$ cat src/design/rsf_pkg.sv
// Purpose: Shared constants for the reset source flag block.
// Assumes: 200 MHz system clock, APB register access with 32-bit data.
// Notes: Delay figures are plain defaults and may be tuned per product.
`default_nettype none

package rsf_pkg;

   ////////////////////////////////////////////////////////////////////////////
   // Clock and timing.
   localparam int unsigned CLK_PERIOD_PS = 5000;
   localparam int unsigned T_SRESET_NS = 100;
   localparam int unsigned T_LVR_NS = 120;
   localparam int unsigned T_SRESET_CYC =
      ((T_SRESET_NS * 1000 + CLK_PERIOD_PS - 1) / CLK_PERIOD_PS < 1) ? 1 :
      (T_SRESET_NS * 1000 + CLK_PERIOD_PS - 1) / CLK_PERIOD_PS;
   localparam int unsigned T_LVR_CYC =
      ((T_LVR_NS * 1000 + CLK_PERIOD_PS - 1) / CLK_PERIOD_PS < 1) ? 1 :
      (T_LVR_NS * 1000 + CLK_PERIOD_PS - 1) / CLK_PERIOD_PS;

   ////////////////////////////////////////////////////////////////////////////
   // Register byte offsets.
   localparam logic [11:0] OFS_FLAGS = 12'h000;
   localparam logic [11:0] OFS_LVTH = 12'h004;
   localparam logic [11:0] OFS_RSTCTL = 12'h008;
   localparam logic [11:0] OFS_STATUS = 12'h00C;
   localparam logic [11:0] OFS_IRQ_STAT = 12'h010;
   localparam logic [11:0] OFS_IRQ_MASK = 12'h014;

   ////////////////////////////////////////////////////////////////////////////
   // Flag register fields.
   localparam int unsigned FLG_WDOG_CFG = 0;
   localparam int unsigned FLG_VSEL = 1;
   localparam int unsigned FLG_LVR = 2;
   localparam int unsigned FLG_RSTCTL = 3;
   localparam int unsigned FLG_W = 4;
   localparam logic [3:0] FLAGS_POR = 4'h0;

   // Status register fields.
   localparam int unsigned ST_TIMEOUT = 0;
   localparam int unsigned ST_PWRDN = 1;

   ////////////////////////////////////////////////////////////////////////////
   // Threshold and reset control codes.
   localparam logic [7:0] LVTH_POR = 8'h55;
   localparam logic [7:0] LVTH_CODE_A = 8'h55;
   localparam logic [7:0] LVTH_CODE_B = 8'h33;
   localparam logic [7:0] LVTH_CODE_C = 8'h99;
   localparam logic [7:0] LVTH_CODE_D = 8'hAA;
   localparam logic [7:0] RSTCTL_POR = 8'h55;
   localparam logic [7:0] RSTCTL_PIN_IO = 8'h55;
   localparam logic [7:0] RSTCTL_PIN_RST = 8'hAA;

   ////////////////////////////////////////////////////////////////////////////
   // Interrupt event bits.
   localparam int unsigned EV_LVR = 0;
   localparam int unsigned EV_VSEL = 1;
   localparam int unsigned EV_RSTCTL = 2;
   localparam int unsigned EV_WDOG_CFG = 3;
   localparam int unsigned EV_WDOG_TO = 4;
   localparam int unsigned EV_USB = 5;
   localparam int unsigned EV_W = 6;

endpackage : rsf_pkg

`default_nettype wire

$ cat src/design/rsf_irq.sv
// Purpose: Sticky event bits with write-one-to-clear and a masked interrupt.
// Assumes: Set and clear strobes are single-cycle.
// Notes: A set in the same cycle as its clear keeps the bit set.
`default_nettype none

module rsf_irq #(
   parameter int unsigned N = 6
) (
   input wire logic clk,
   input wire logic nrst,
   input wire logic [N-1:0] ev_set,
   input wire logic [N-1:0] ev_clr,
   input wire logic [N-1:0] mask,
   output logic [N-1:0] status,
   output logic irq
);

   logic [N-1:0] stat_ff;
   logic irq_ff;

   initial begin
      if (N < 1 || N > 32) begin
         $error("rsf_irq supports 1 to 32 events");
      end
   end

   ////////////////////////////////////////////////////////////////////////////
   // One sticky bit per event.
   for (genvar i = 0; i < N; i++) begin : g_bit
      always_ff @(posedge clk or negedge nrst) begin
         if (!nrst) begin
            stat_ff[i] <= 1'b0;
         end else if (ev_set[i]) begin
            stat_ff[i] <= 1'b1;
         end else if (ev_clr[i]) begin
            stat_ff[i] <= 1'b0;
         end
      end
   end

   always_ff @(posedge clk or negedge nrst) begin
      if (!nrst) begin
         irq_ff <= 1'b0;
      end else begin
         irq_ff <= |(stat_ff & mask);
      end
   end

   assign status = stat_ff;
   assign irq = irq_ff;

endmodule : rsf_irq

`default_nettype wire

$ cat src/design/rsf_qual.sv
// Purpose: Fires one pulse once a level has stood for a set number of cycles.
// Assumes: Level is synchronous to clk.
// Notes: Fires again only after the level has dropped.
`default_nettype none

module rsf_qual #(
   parameter int unsigned CYCLES = 4
) (
   input wire logic clk,
   input wire logic nrst,
   input wire logic level,
   output logic fire
);

   localparam int unsigned CW = $clog2(CYCLES + 1);
   localparam logic [CW-1:0] LAST = CW'(CYCLES - 1);

   logic [CW-1:0] cnt_ff;
   logic done_ff;
   logic fire_ff;

   initial begin
      if (CYCLES < 1) begin
         $error("rsf_qual needs at least one cycle");
      end
   end

   ////////////////////////////////////////////////////////////////////////////
   // Counts while the level stands and fires once on the last cycle.
   always_ff @(posedge clk or negedge nrst) begin
      if (!nrst) begin
         cnt_ff <= '0;
         done_ff <= 1'b0;
         fire_ff <= 1'b0;
      end else if (!level) begin
         cnt_ff <= '0;
         done_ff <= 1'b0;
         fire_ff <= 1'b0;
      end else begin
         fire_ff <= !done_ff && (cnt_ff == LAST);
         if (cnt_ff == LAST) begin
            done_ff <= 1'b1;
         end else begin
            cnt_ff <= cnt_ff + CW'(1);
         end
      end
   end

   assign fire = fire_ff;

endmodule : rsf_qual

`default_nettype wire

$ cat src/design/rsf_top.sv
// Purpose: Reset source flags, reset requests and watchdog time-out flags.
// Assumes: APB slave on the system clock; nrst is the power-on reset.
// Notes: The block asks for device resets; nrst clears it, and its own requests reload RSTCTL and, for a bad threshold code, LVTH.
`default_nettype none

module rsf_top #(
   parameter int unsigned SRESET_CYC = rsf_pkg::T_SRESET_CYC,
   parameter int unsigned LVR_CYC = rsf_pkg::T_LVR_CYC
) (
   input wire logic clk,
   input wire logic nrst,
   input wire logic psel,
   input wire logic penable,
   input wire logic pwrite,
   input wire logic [11:0] paddr,
   input wire logic [31:0] pwdata,
   input wire logic [3:0] pstrb,
   output logic [31:0] prdata,
   output logic pready,
   output logic pslverr,
   input wire logic supply_low,
   input wire logic sleep_mode,
   input wire logic wdog_timeout,
   input wire logic wdog_cfg_corrupt,
   input wire logic usb_reset_cfg,
   input wire logic halt_enter,
   input wire logic wdog_flag_clear,
   output logic sys_reset_req,
   output logic pc_sp_clear,
   output logic ext_reset_pin_en,
   output logic timeout_status_flag,
   output logic power_down_status_flag,
   output logic irq
);

   initial begin
      if (SRESET_CYC < 1 || SRESET_CYC > 4096) begin
         $error("SRESET_CYC out of range");
      end
      if (LVR_CYC < 1 || LVR_CYC > 4096) begin
         $error("LVR_CYC out of range");
      end
   end

   ////////////////////////////////////////////////////////////////////////////
   // Bus decode.
   logic pready_ff;
   logic pslverr_ff;
   logic [31:0] prdata_ff;
   logic acc_done;
   logic wr_en;
   logic lane0;
   logic hit;
   logic [11:0] word_addr;

   assign acc_done = psel && penable && pready_ff;
   assign lane0 = pstrb[0];
   assign word_addr = {paddr[11:2], 2'b00};
   assign wr_en = acc_done && pwrite && lane0;

   always_comb begin
      hit = 1'b0;
      unique case (word_addr)
         rsf_pkg::OFS_FLAGS,
         rsf_pkg::OFS_LVTH,
         rsf_pkg::OFS_RSTCTL,
         rsf_pkg::OFS_STATUS,
         rsf_pkg::OFS_IRQ_STAT,
         rsf_pkg::OFS_IRQ_MASK: begin
            hit = 1'b1;
         end
         default: begin
            hit = 1'b0;
         end
      endcase
   end

   ////////////////////////////////////////////////////////////////////////////
   // Registers and state.
   logic [rsf_pkg::FLG_W-1:0] flags_ff;
   logic [7:0] lvth_ff;
   logic [7:0] rstctl_ff;
   logic timeout_ff;
   logic pwrdn_ff;
   logic [rsf_pkg::EV_W-1:0] irq_mask_ff;
   logic sys_reset_req_ff;
   logic pc_sp_clear_ff;
   logic ext_pin_ff;
   logic usb_cfg_d_ff;

   logic lvth_bad;
   logic rstctl_bad;
   logic lvr_level;
   logic lvr_fire;
   logic vsel_fire;
   logic rstctl_fire;
   logic usb_fire;
   logic wdog_run;
   logic wdog_sleep;
   logic full_reset;
   logic [rsf_pkg::EV_W-1:0] ev_set;
   logic [rsf_pkg::EV_W-1:0] ev_clr;
   logic [rsf_pkg::EV_W-1:0] irq_status;
   logic irq_int;

   ////////////////////////////////////////////////////////////////////////////
   // Code checks and event qualification.
   // threshold code check.
   always_comb begin
      unique case (lvth_ff)
         rsf_pkg::LVTH_CODE_A,
         rsf_pkg::LVTH_CODE_B,
         rsf_pkg::LVTH_CODE_C,
         rsf_pkg::LVTH_CODE_D: begin
            lvth_bad = 1'b0;
         end
         default: begin
            lvth_bad = 1'b1;
         end
      endcase
   end

   assign rstctl_bad = (rstctl_ff != rsf_pkg::RSTCTL_PIN_IO) &&
                       (rstctl_ff != rsf_pkg::RSTCTL_PIN_RST);

   assign lvr_level = supply_low && !sleep_mode;

   rsf_qual #(
      .CYCLES(LVR_CYC)
   ) u_lvr_qual (
      .clk(clk),
      .nrst(nrst),
      .level(lvr_level),
      .fire(lvr_fire)
   );

   rsf_qual #(
      .CYCLES(SRESET_CYC)
   ) u_vsel_qual (
      .clk(clk),
      .nrst(nrst),
      .level(lvth_bad),
      .fire(vsel_fire)
   );

   rsf_qual #(
      .CYCLES(SRESET_CYC)
   ) u_rstctl_qual (
      .clk(clk),
      .nrst(nrst),
      .level(rstctl_bad),
      .fire(rstctl_fire)
   );

   always_ff @(posedge clk or negedge nrst) begin
      if (!nrst) begin
         usb_cfg_d_ff <= 1'b0;
      end else begin
         usb_cfg_d_ff <= usb_reset_cfg;
      end
   end

   assign usb_fire = usb_reset_cfg && !usb_cfg_d_ff;
   assign wdog_run = wdog_timeout && !sleep_mode;
   assign wdog_sleep = wdog_timeout && sleep_mode;
   assign full_reset = lvr_fire || vsel_fire || rstctl_fire || usb_fire ||
                       wdog_cfg_corrupt || wdog_run;

   ////////////////////////////////////////////////////////////////////////////
   // Reset requests and reset pin enable.
   always_ff @(posedge clk or negedge nrst) begin
      if (!nrst) begin
         sys_reset_req_ff <= 1'b0;
      end else begin
         sys_reset_req_ff <= full_reset;
      end
   end

   always_ff @(posedge clk or negedge nrst) begin
      if (!nrst) begin
         pc_sp_clear_ff <= 1'b0;
      end else begin
         pc_sp_clear_ff <= wdog_sleep && !full_reset;
      end
   end

   always_ff @(posedge clk or negedge nrst) begin
      if (!nrst) begin
         ext_pin_ff <= 1'b0;
      end else begin
         ext_pin_ff <= (rstctl_ff == rsf_pkg::RSTCTL_PIN_RST);
      end
   end

   ////////////////////////////////////////////////////////////////////////////
   // Reset source flags.
   // power-on values.
   always_ff @(posedge clk or negedge nrst) begin
      if (!nrst) begin
         flags_ff <= rsf_pkg::FLAGS_POR;
      end else begin
         for (int i = 0; i < rsf_pkg::FLG_W; i++) begin
            if (wr_en && word_addr == rsf_pkg::OFS_FLAGS && !pwdata[i]) begin
               flags_ff[i] <= 1'b0;
            end
         end
         if (lvr_fire) begin
            flags_ff[rsf_pkg::FLG_LVR] <= 1'b1;
         end
         if (vsel_fire) begin
            flags_ff[rsf_pkg::FLG_VSEL] <= 1'b1;
         end
         if (rstctl_fire) begin
            flags_ff[rsf_pkg::FLG_RSTCTL] <= 1'b1;
         end
         if (wdog_cfg_corrupt) begin
            flags_ff[rsf_pkg::FLG_WDOG_CFG] <= 1'b1;
         end
      end
   end

   ////////////////////////////////////////////////////////////////////////////
   // Threshold select register.
   always_ff @(posedge clk or negedge nrst) begin
      if (!nrst) begin
         lvth_ff <= rsf_pkg::LVTH_POR;
      end else if (vsel_fire) begin
         lvth_ff <= rsf_pkg::LVTH_POR;
      end else if (wr_en && word_addr == rsf_pkg::OFS_LVTH) begin
         lvth_ff <= pwdata[7:0];
      end
   end

   ////////////////////////////////////////////////////////////////////////////
   // Reset control register.
   always_ff @(posedge clk or negedge nrst) begin
      if (!nrst) begin
         rstctl_ff <= rsf_pkg::RSTCTL_POR;
      end else if (full_reset) begin
         rstctl_ff <= rsf_pkg::RSTCTL_POR;
      end else if (wr_en && word_addr == rsf_pkg::OFS_RSTCTL) begin
         rstctl_ff <= pwdata[7:0];
      end
   end

   ////////////////////////////////////////////////////////////////////////////
   // Timeout and power-down flags.
   always_ff @(posedge clk or negedge nrst) begin
      if (!nrst) begin
         timeout_ff <= 1'b0;
      end else if (wdog_timeout) begin
         timeout_ff <= 1'b1;
      end else if (wdog_flag_clear) begin
         timeout_ff <= 1'b0;
      end
   end

   always_ff @(posedge clk or negedge nrst) begin
      if (!nrst) begin
         pwrdn_ff <= 1'b0;
      end else if (wdog_sleep || halt_enter) begin
         pwrdn_ff <= 1'b1;
      end else if (wdog_flag_clear) begin
         pwrdn_ff <= 1'b0;
      end
   end

   ////////////////////////////////////////////////////////////////////////////
   // Interrupt events.
   always_comb begin
      ev_set = '0;
      ev_set[rsf_pkg::EV_LVR] = lvr_fire;
      ev_set[rsf_pkg::EV_VSEL] = vsel_fire;
      ev_set[rsf_pkg::EV_RSTCTL] = rstctl_fire;
      ev_set[rsf_pkg::EV_WDOG_CFG] = wdog_cfg_corrupt;
      ev_set[rsf_pkg::EV_WDOG_TO] = wdog_timeout;
      ev_set[rsf_pkg::EV_USB] = usb_fire;
   end

   assign ev_clr = (wr_en && word_addr == rsf_pkg::OFS_IRQ_STAT) ?
                   pwdata[rsf_pkg::EV_W-1:0] : '0;

   always_ff @(posedge clk or negedge nrst) begin
      if (!nrst) begin
         irq_mask_ff <= '0;
      end else if (wr_en && word_addr == rsf_pkg::OFS_IRQ_MASK) begin
         irq_mask_ff <= pwdata[rsf_pkg::EV_W-1:0];
      end
   end

   rsf_irq #(
      .N(rsf_pkg::EV_W)
   ) u_irq (
      .clk(clk),
      .nrst(nrst),
      .ev_set(ev_set),
      .ev_clr(ev_clr),
      .mask(irq_mask_ff),
      .status(irq_status),
      .irq(irq_int)
   );

   ////////////////////////////////////////////////////////////////////////////
   // Bus answer.
   always_ff @(posedge clk or negedge nrst) begin
      if (!nrst) begin
         pready_ff <= 1'b0;
         pslverr_ff <= 1'b0;
      end else begin
         pready_ff <= psel && penable && !pready_ff;
         pslverr_ff <= psel && penable && !pready_ff && !hit;
      end
   end

   always_ff @(posedge clk or negedge nrst) begin
      if (!nrst) begin
         prdata_ff <= '0;
      end else if (psel && penable && !pready_ff) begin
         prdata_ff <= '0;
         unique case (word_addr)
            rsf_pkg::OFS_FLAGS: begin
               prdata_ff[rsf_pkg::FLG_W-1:0] <= flags_ff;
            end
            rsf_pkg::OFS_LVTH: begin
               prdata_ff[7:0] <= lvth_ff;
            end
            rsf_pkg::OFS_RSTCTL: begin
               prdata_ff[7:0] <= rstctl_ff;
            end
            rsf_pkg::OFS_STATUS: begin
               prdata_ff[rsf_pkg::ST_TIMEOUT] <= timeout_ff;
               prdata_ff[rsf_pkg::ST_PWRDN] <= pwrdn_ff;
            end
            rsf_pkg::OFS_IRQ_STAT: begin
               prdata_ff[rsf_pkg::EV_W-1:0] <= irq_status;
            end
            rsf_pkg::OFS_IRQ_MASK: begin
               prdata_ff[rsf_pkg::EV_W-1:0] <= irq_mask_ff;
            end
            default: begin
               prdata_ff <= '0;
            end
         endcase
      end
   end

   ////////////////////////////////////////////////////////////////////////////
   // Outputs.
   assign prdata = prdata_ff;
   assign pready = pready_ff;
   assign pslverr = pslverr_ff;
   assign sys_reset_req = sys_reset_req_ff;
   assign pc_sp_clear = pc_sp_clear_ff;
   assign ext_reset_pin_en = ext_pin_ff;
   assign timeout_status_flag = timeout_ff;
   assign power_down_status_flag = pwrdn_ff;
   assign irq = irq_int;

endmodule : rsf_top

`default_nettype wire

$ cat config.mk
export PLATFORM = sky130hd
export DESIGN_NAME = rsf_top
export DESIGN_NICKNAME = d
export VERILOG_FILES = /design/src/design/rsf_pkg.sv /design/src/design/rsf_irq.sv /design/src/design/rsf_qual.sv /design/src/design/rsf_top.sv
export SDC_FILE = /design/constraint.sdc
export NUM_CORES = 1
export LEC_CHECK = 0
export ABC_AREA = 1
export BUFFER_PORTS_ARGS = -buffer_cell sky130_fd_sc_hd__buf_2
export CAP_MARGIN = 20
export CORE_ASPECT_RATIO = 0.75
export CORE_MARGIN = 4
export CORE_UTILIZATION = 30
export CTS_CLUSTER_SIZE = 12
export DETAILED_ROUTE_END_ITERATION = 10
export GPL_ROUTABILITY_DRIVEN = 0
export PLACE_DENSITY = 0.53
export REMOVE_ABC_BUFFERS = 1
export SETUP_SLACK_MARGIN = 0.3
export SYNTH_ARGS = -nofsm -noshare
export SYNTH_HDL_FRONTEND = slang
export SYNTH_SLANG_ARGS = --single-unit
$ cat constraint.sdc
create_clock -name clk -period 1.3 [get_ports clk]
set_input_delay 0.195 -clock clk [delete_from_list [all_inputs] [get_ports clk]]
set_output_delay 0.195 -clock clk [all_outputs]
set_load 0.03 [all_outputs]
Word level (Yosys, flattened, before mapping)
Cells that the tools add are included.
- register bits after elaboration: 70
- latch bits: 0
- RAM bits: 0
- bits in read-only memories: 0
- input bits: 60
- output and inout bits: 40
- word-level logic and storage cells: 165
- memories: 0
- $add $sub $neg: 3
- multipliers: 0
- div/mod/pow operators: 0
- magnitude comparators: 0
- equality and inequality tests: 20
- shift operators: 0
- muxes and demuxes: 48
- bitwise gates (word level): 1
- reduce and logical (&&, ||, !) cells: 61
- operators by type and width (operator ; number):
    $mux 1 ; 33
    $mux 8 ; 4
    $mux 5 ; 6
    $reduce_bool 2->1 ; 15
    $eq 8x8->1 const B ; 3
    $logic_and 1x1->1 ; 24
    $eq 10x2->1 const B ; 2
    $eq 10x3->1 const B ; 2
    $add 5x1->5 const B ; 3
    $eq 5x5->1 const B ; 3
    $logic_not 1->1 ; 12
    $logic_not 12->1 ; 1
    $pmux 2 s6 ; 1
    $reduce_or 6->1 ; 2
    $eq 10x1->1 const B ; 1
    $pmux 2 s5 ; 1
    $eq 8x6->1 const B ; 1
    $eq 8x7->1 const B ; 1
    $ne 2x2->1 const B ; 4
    $ne 8x7->1 const B ; 1
    $ne 8x8->1 const B ; 1
    $pmux 2 s4 ; 1
    $and 6x6->6 ; 1
    $logic_or 1x1->1 ; 6
    other kinds (4) ; 4

Depth between registers and ports, before layout
- depth after elaboration: 8
- depth in mapped cells: 9
- depth with buffers taken out: 9

By module
Synthesis repeated with hierarchy kept, for this count alone.
- cells, all modules: 452
- area, all modules: 3663.5 um^2
- by module, submodules not included (module ; times used ; cells an instance ; area each (um^2)):
    rsf_top ; 1 ; 300 ; 2356.0
    rsf_qual at u_rstctl_qual ... ; 2 ; 40 ; 340.3
    rsf_qual at u_lvr_qual ; 1 ; 41 ; 339.1
    rsf_irq ; 1 ; 31 ; 287.8

Worst setup path before layout
Ideal clock, no wire load.
- path kind: flip-flop to flip-flop
- start point: reg pready_ff, in the netlist pready
- end point: reg rstctl_ff[5]
- setup time: 0.119 ns
- arrival time: 1.274 ns
- path slack: -0.093 ns
- stages on the path, launching flop included: 8
- buffers on the path: 0
- clock period less this slack: 1.393 ns
- path through: dfrtp_1 -> nand3_1 -> nor2_4 -> nand3_4 -> nand2_2 -> inv_1 -> nand2_1 -> o21ai_2
- cells in the longest elaborated chain, start to end: 5
- ends and longest elaborated chain (what ; line ; RTL):
    from (decl) ; rsf_top.sv:47 ; logic pready_ff;
    from (signal assigned) ; rsf_top.sv:310 ; pready_ff <= psel && penable && !pready_ff;
    $logic_and 1x1->1 ; rsf_top.sv:56 ; assign acc_done = psel && penable && pready_ff;
    $logic_and 1x1->1 (2 in a row) ; rsf_top.sv:59 ; assign wr_en = acc_done && pwrite && lane0;
    $logic_and 1x1->1 ; rsf_top.sv:241 ; end else if (wr_en && word_addr == rsf_pkg::OFS_RSTCTL) begin
    $reduce_bool 2->1 (no line) ; -- ;
    to (signal assigned) ; rsf_top.sv:238 ; rstctl_ff <= rsf_pkg::RSTCTL_POR;
    to (signal assigned) ; rsf_top.sv:240 ; rstctl_ff <= rsf_pkg::RSTCTL_POR;
    to (signal assigned) ; rsf_top.sv:242 ; rstctl_ff <= pwdata[7:0];
    to (decl) ; rsf_top.sv:82 ; logic [7:0] rstctl_ff;
No other way between the ends.
A chain may end at the register's enable or synchronous reset.

Worst setup path in the final report
- start point: reg lvth_ff[4]
- end point: reg u_vsel_qual.cnt_ff[0]
- cells in the longest elaborated chain, start to end: 3
- ends and longest elaborated chain (what ; line ; RTL):
    from (decl) ; rsf_top.sv:81 ; logic [7:0] lvth_ff;
    from (signal assigned) ; rsf_top.sv:226 ; lvth_ff <= rsf_pkg::LVTH_POR;
    from (signal assigned) ; rsf_top.sv:228 ; lvth_ff <= rsf_pkg::LVTH_POR;
    from (signal assigned) ; rsf_top.sv:230 ; lvth_ff <= pwdata[7:0];
    $eq 8x7->1 (tied with other cells) ; rsf_top.sv:110 ; unique case (lvth_ff)
    $reduce_or 4->1 * ; rsf_top.sv:110 ;
    $ne 2x1->1 (no line) or $mux 5 (tied branches) ; -- ;
    to (signal assigned) ; rsf_qual.sv:44 ; cnt_ff <= cnt_ff + CW'(1);
    to (decl) ; rsf_qual.sv:18 ; logic [CW-1:0] cnt_ff;
Mark *: on every way between the ends. The rest lies on a longest branch, timed or not.

==> flow_summary.toml <==
[synth]
syn_avg_cell_area_sq_um = 8.45
yosysSeqAreaShare_pct = 48.0
ys_ff_latch = 70
yosys_warnings = 0
ys_types = 36
synthCells = 434
synth_edf_count = 0
synth_ff_type = "dfrtp_1"
async_flop_share_pct = 100
syn_area_sq_um = 3670

[placement]
dp_cells = 686
numPortBuffers = 46
hpwlAfterDp_mm = 7.49

[layout]
fin_cells = 726
mostFrequentLayoutCell = "dfrtp_1"
drive_above_1_share_pct = 50.9
layout_common_cells = "dfrtp_1 (61), nand2_1 (55), buf_4 (53), nor2_1 (36), nand3_1 (32)"
area_delta_synth_final_pct = 51.9
antenna_cells = 0
finalNetCount = 623

[die]
rows = 34
die_x_um = 136
initial_core_util_pct = 31.1
die_area_sq_um = 14100
coreArea_sq_um = 11800
die-height_um = 104
io_pins = 100

[route]
first_pass_iters = 5
vias = 3320
drt-initial-drc-count = 237
wire_per_inst_um = 14.3
drc_errors = 0
antenna_left = 0
drt-total-wl_mm = 10.4
viasPerCell = 4.57

[worst_setup_path]
rr_endpoint = "u_vsel_qual.cnt_ff[0]"
crit_type = "reg -> reg"
timing.rr.start = "lvth_ff[4]"
r2r_slack_ns = -0.005
cp_data_required_time_ns = 1.52
worstSetupStartpointType = "flip-flop"
cp_max_fo = 4
critPathCaptureType = "flip-flop"
worst_ep_arrival_time_ns = 1.52
reg2reg_depth = 8

[min_path]
whs_path_depth = 2
hp-class = "in -> reg"
hold_end = "power_down_status_flag"
hold_start = "wdog_flag_clear"

[power]
p_per_area_nw_per_um2 = 1030
p_leak_nw = 2.56
fin_total_pwr_mw = 5.72
peakVddDrop_uv = 720

[timing]
fin_ws_ns = -0.00531
fmax_ghz = 0.766
period_share_pct = 100
fin_crit_ns = 1.31
whs_ns = 0.0727
slew_violations = 0
hold_viol = 0
rsz0062_at_grt = "true"
fin_setup_tns_ns = -0.00771
setup_violations = 3
final.setup_skew_ns = 0.00540

[run_status]
violations = "setup timing"
status = "finished with violations"

[clock_tree]
clock-root-buffer = "clkbuf_16"
clock_latency_ns = 0.33
cts_inserted_buffers = 9
htree_levels = 3
path_clk_slew_ns = 0.05
cts_tree = "done"
cts_sinks = 70
clock_path_buffers = 2

[grt]
antenna_found_initial = 0
grt_pass1_wl_mm = 16.7
grt_max_degree = 23
grt_overflow_total = 0
grt_usage_pct = 15.2
grt_pass1_vias = 3339

[job]
drv_cap = 0
power by group:
part	leakage (nW)	switching [mW]	internal (mW)
Combinational	1.57	0.651	0.484
Sequential	0.864	0.109	2.32
Clock	0.128	0.890	1.26
Total	2.56	1.65	4.07
worst max-delay path, stage by stage, from the launching register on:
cell and delay (ns):
dfstp_2 0.55, nand2_2 0.05, inv_2 0.07, nand3_4 0.07, o21ai_2 0.07, nand2_2 0.10
buf_6 0.13, nand4_1 0.08, nand2_1 0.06
what timing repair did:
action	4_1_cts	5_1_grt
endpoints found under the hold margin	9	0
cloned	2	0
setup endpoints to repair	82	86
buffers inserted	12	9
pin swaps	25	45
hold buffers	2	0
resized for setup	126	90
state kept, by name, summed over array words and instances (netlist names), 4 cells and up:
signal and flops:
flags_ff 4, irq_mask_ff 6, lvth_ff 8, prdata 8
rstctl_ff 8, u_irq.status 6, u_lvr_qual.cnt_ff 5, u_rstctl_qual.cnt_ff 5
u_vsel_qual.cnt_ff 5
cell type report:
class                   count  area (sq um)
clock buffers              10           229
clock inverters             5          27.5
fillers                  1134          6210
inverters                  46           184
multi-input cells         314          2150
flip-flops and latches     70          1760
well taps                 162           203
repair buffers            119          1010
through the flow:
| stage | area [sq um] | setup WS (ns) | util (%) |
|---|---|---|---|
| floorplan | 3540 | -0.310 | - |
| global placement | 4360 | -0.0673 | 37.0 |
| detailed placement | 4360 | -0.114 | 37.0 |
| CTS | 5180 | -0.00119 | 43.9 |
| global route | 5570 | -0.0923 | 47.3 |
| finish | 5570 | -0.00531 | 47.3 |
kinds of logic after synthesis:
kind of cell / after synthesis / synth area share [%]
AND/OR/NAND/NOR: 226 / 30.1
AO/OA/AOI/OAI: 53 / 8.46
XOR/XNOR: 7 / 1.67
flip-flops: 70 / 48.0
other: 1 / 0.102
buffers and inverters: 74 / 10.6
adder cells (fa/ha/maj): 3 / 1.02
cell usage after synthesis (2+ instances only):
cell     number  area share, %
a21oi_1       8            1.1
a31oi_1       2           0.34
buf_4        25            5.1
buf_6         2           0.61
dfrtp_1      62             42
dfstp_2       8            5.7
ha_1          3            1.0
inv_1        41            4.2
inv_2         5           0.51
nand2_1      81            8.3
nand2_2       3           0.51
nand2_4       4            1.2
nand3_1      42            5.7
nand3_2       3           0.82
nand4_1       9            1.5
nor2_1       56            5.7
nor2_2        5           0.85
nor2_4        5            1.5
nor2_8        2            1.1
nor3_1       11            1.5
o21ai_0      22            3.0
o21ai_1       9            1.2
o21ai_2       7            1.7
o22ai_1       2           0.34
xnor2_1       2           0.48
xor2_1        5            1.2
metal layers:
metal | track usage [%] | vias up | share of wire, %
met2 | 23.2 | 88 | 47
met4 | 4.24 | 0 | 0.85
li1 | - | 1626 | -
met3 | 4.17 | 8 | 6.5
met5 | 0 | - | 0
met1 | 21.1 | 1598 | 45
worst max-delay path by stage:
stage                          start               endpoint  slack, ns  cells after the start
after floorplan            paddr[11]           rstctl_ff[5]      -0.31                      8
after global placement      paddr[7]        u_irq.status[5]      -0.07                      7
after detailed placement    paddr[7]        u_irq.status[1]      -0.11                      7
after CTS                 lvth_ff[4]  u_vsel_qual.cnt_ff[0]     -0.001                      8
after global routing      lvth_ff[4]  u_vsel_qual.cnt_ff[0]      -0.09                      8
final                     lvth_ff[4]  u_vsel_qual.cnt_ff[0]     -0.005                      8
No activity file was read; power rests on OpenSTA's default activity.
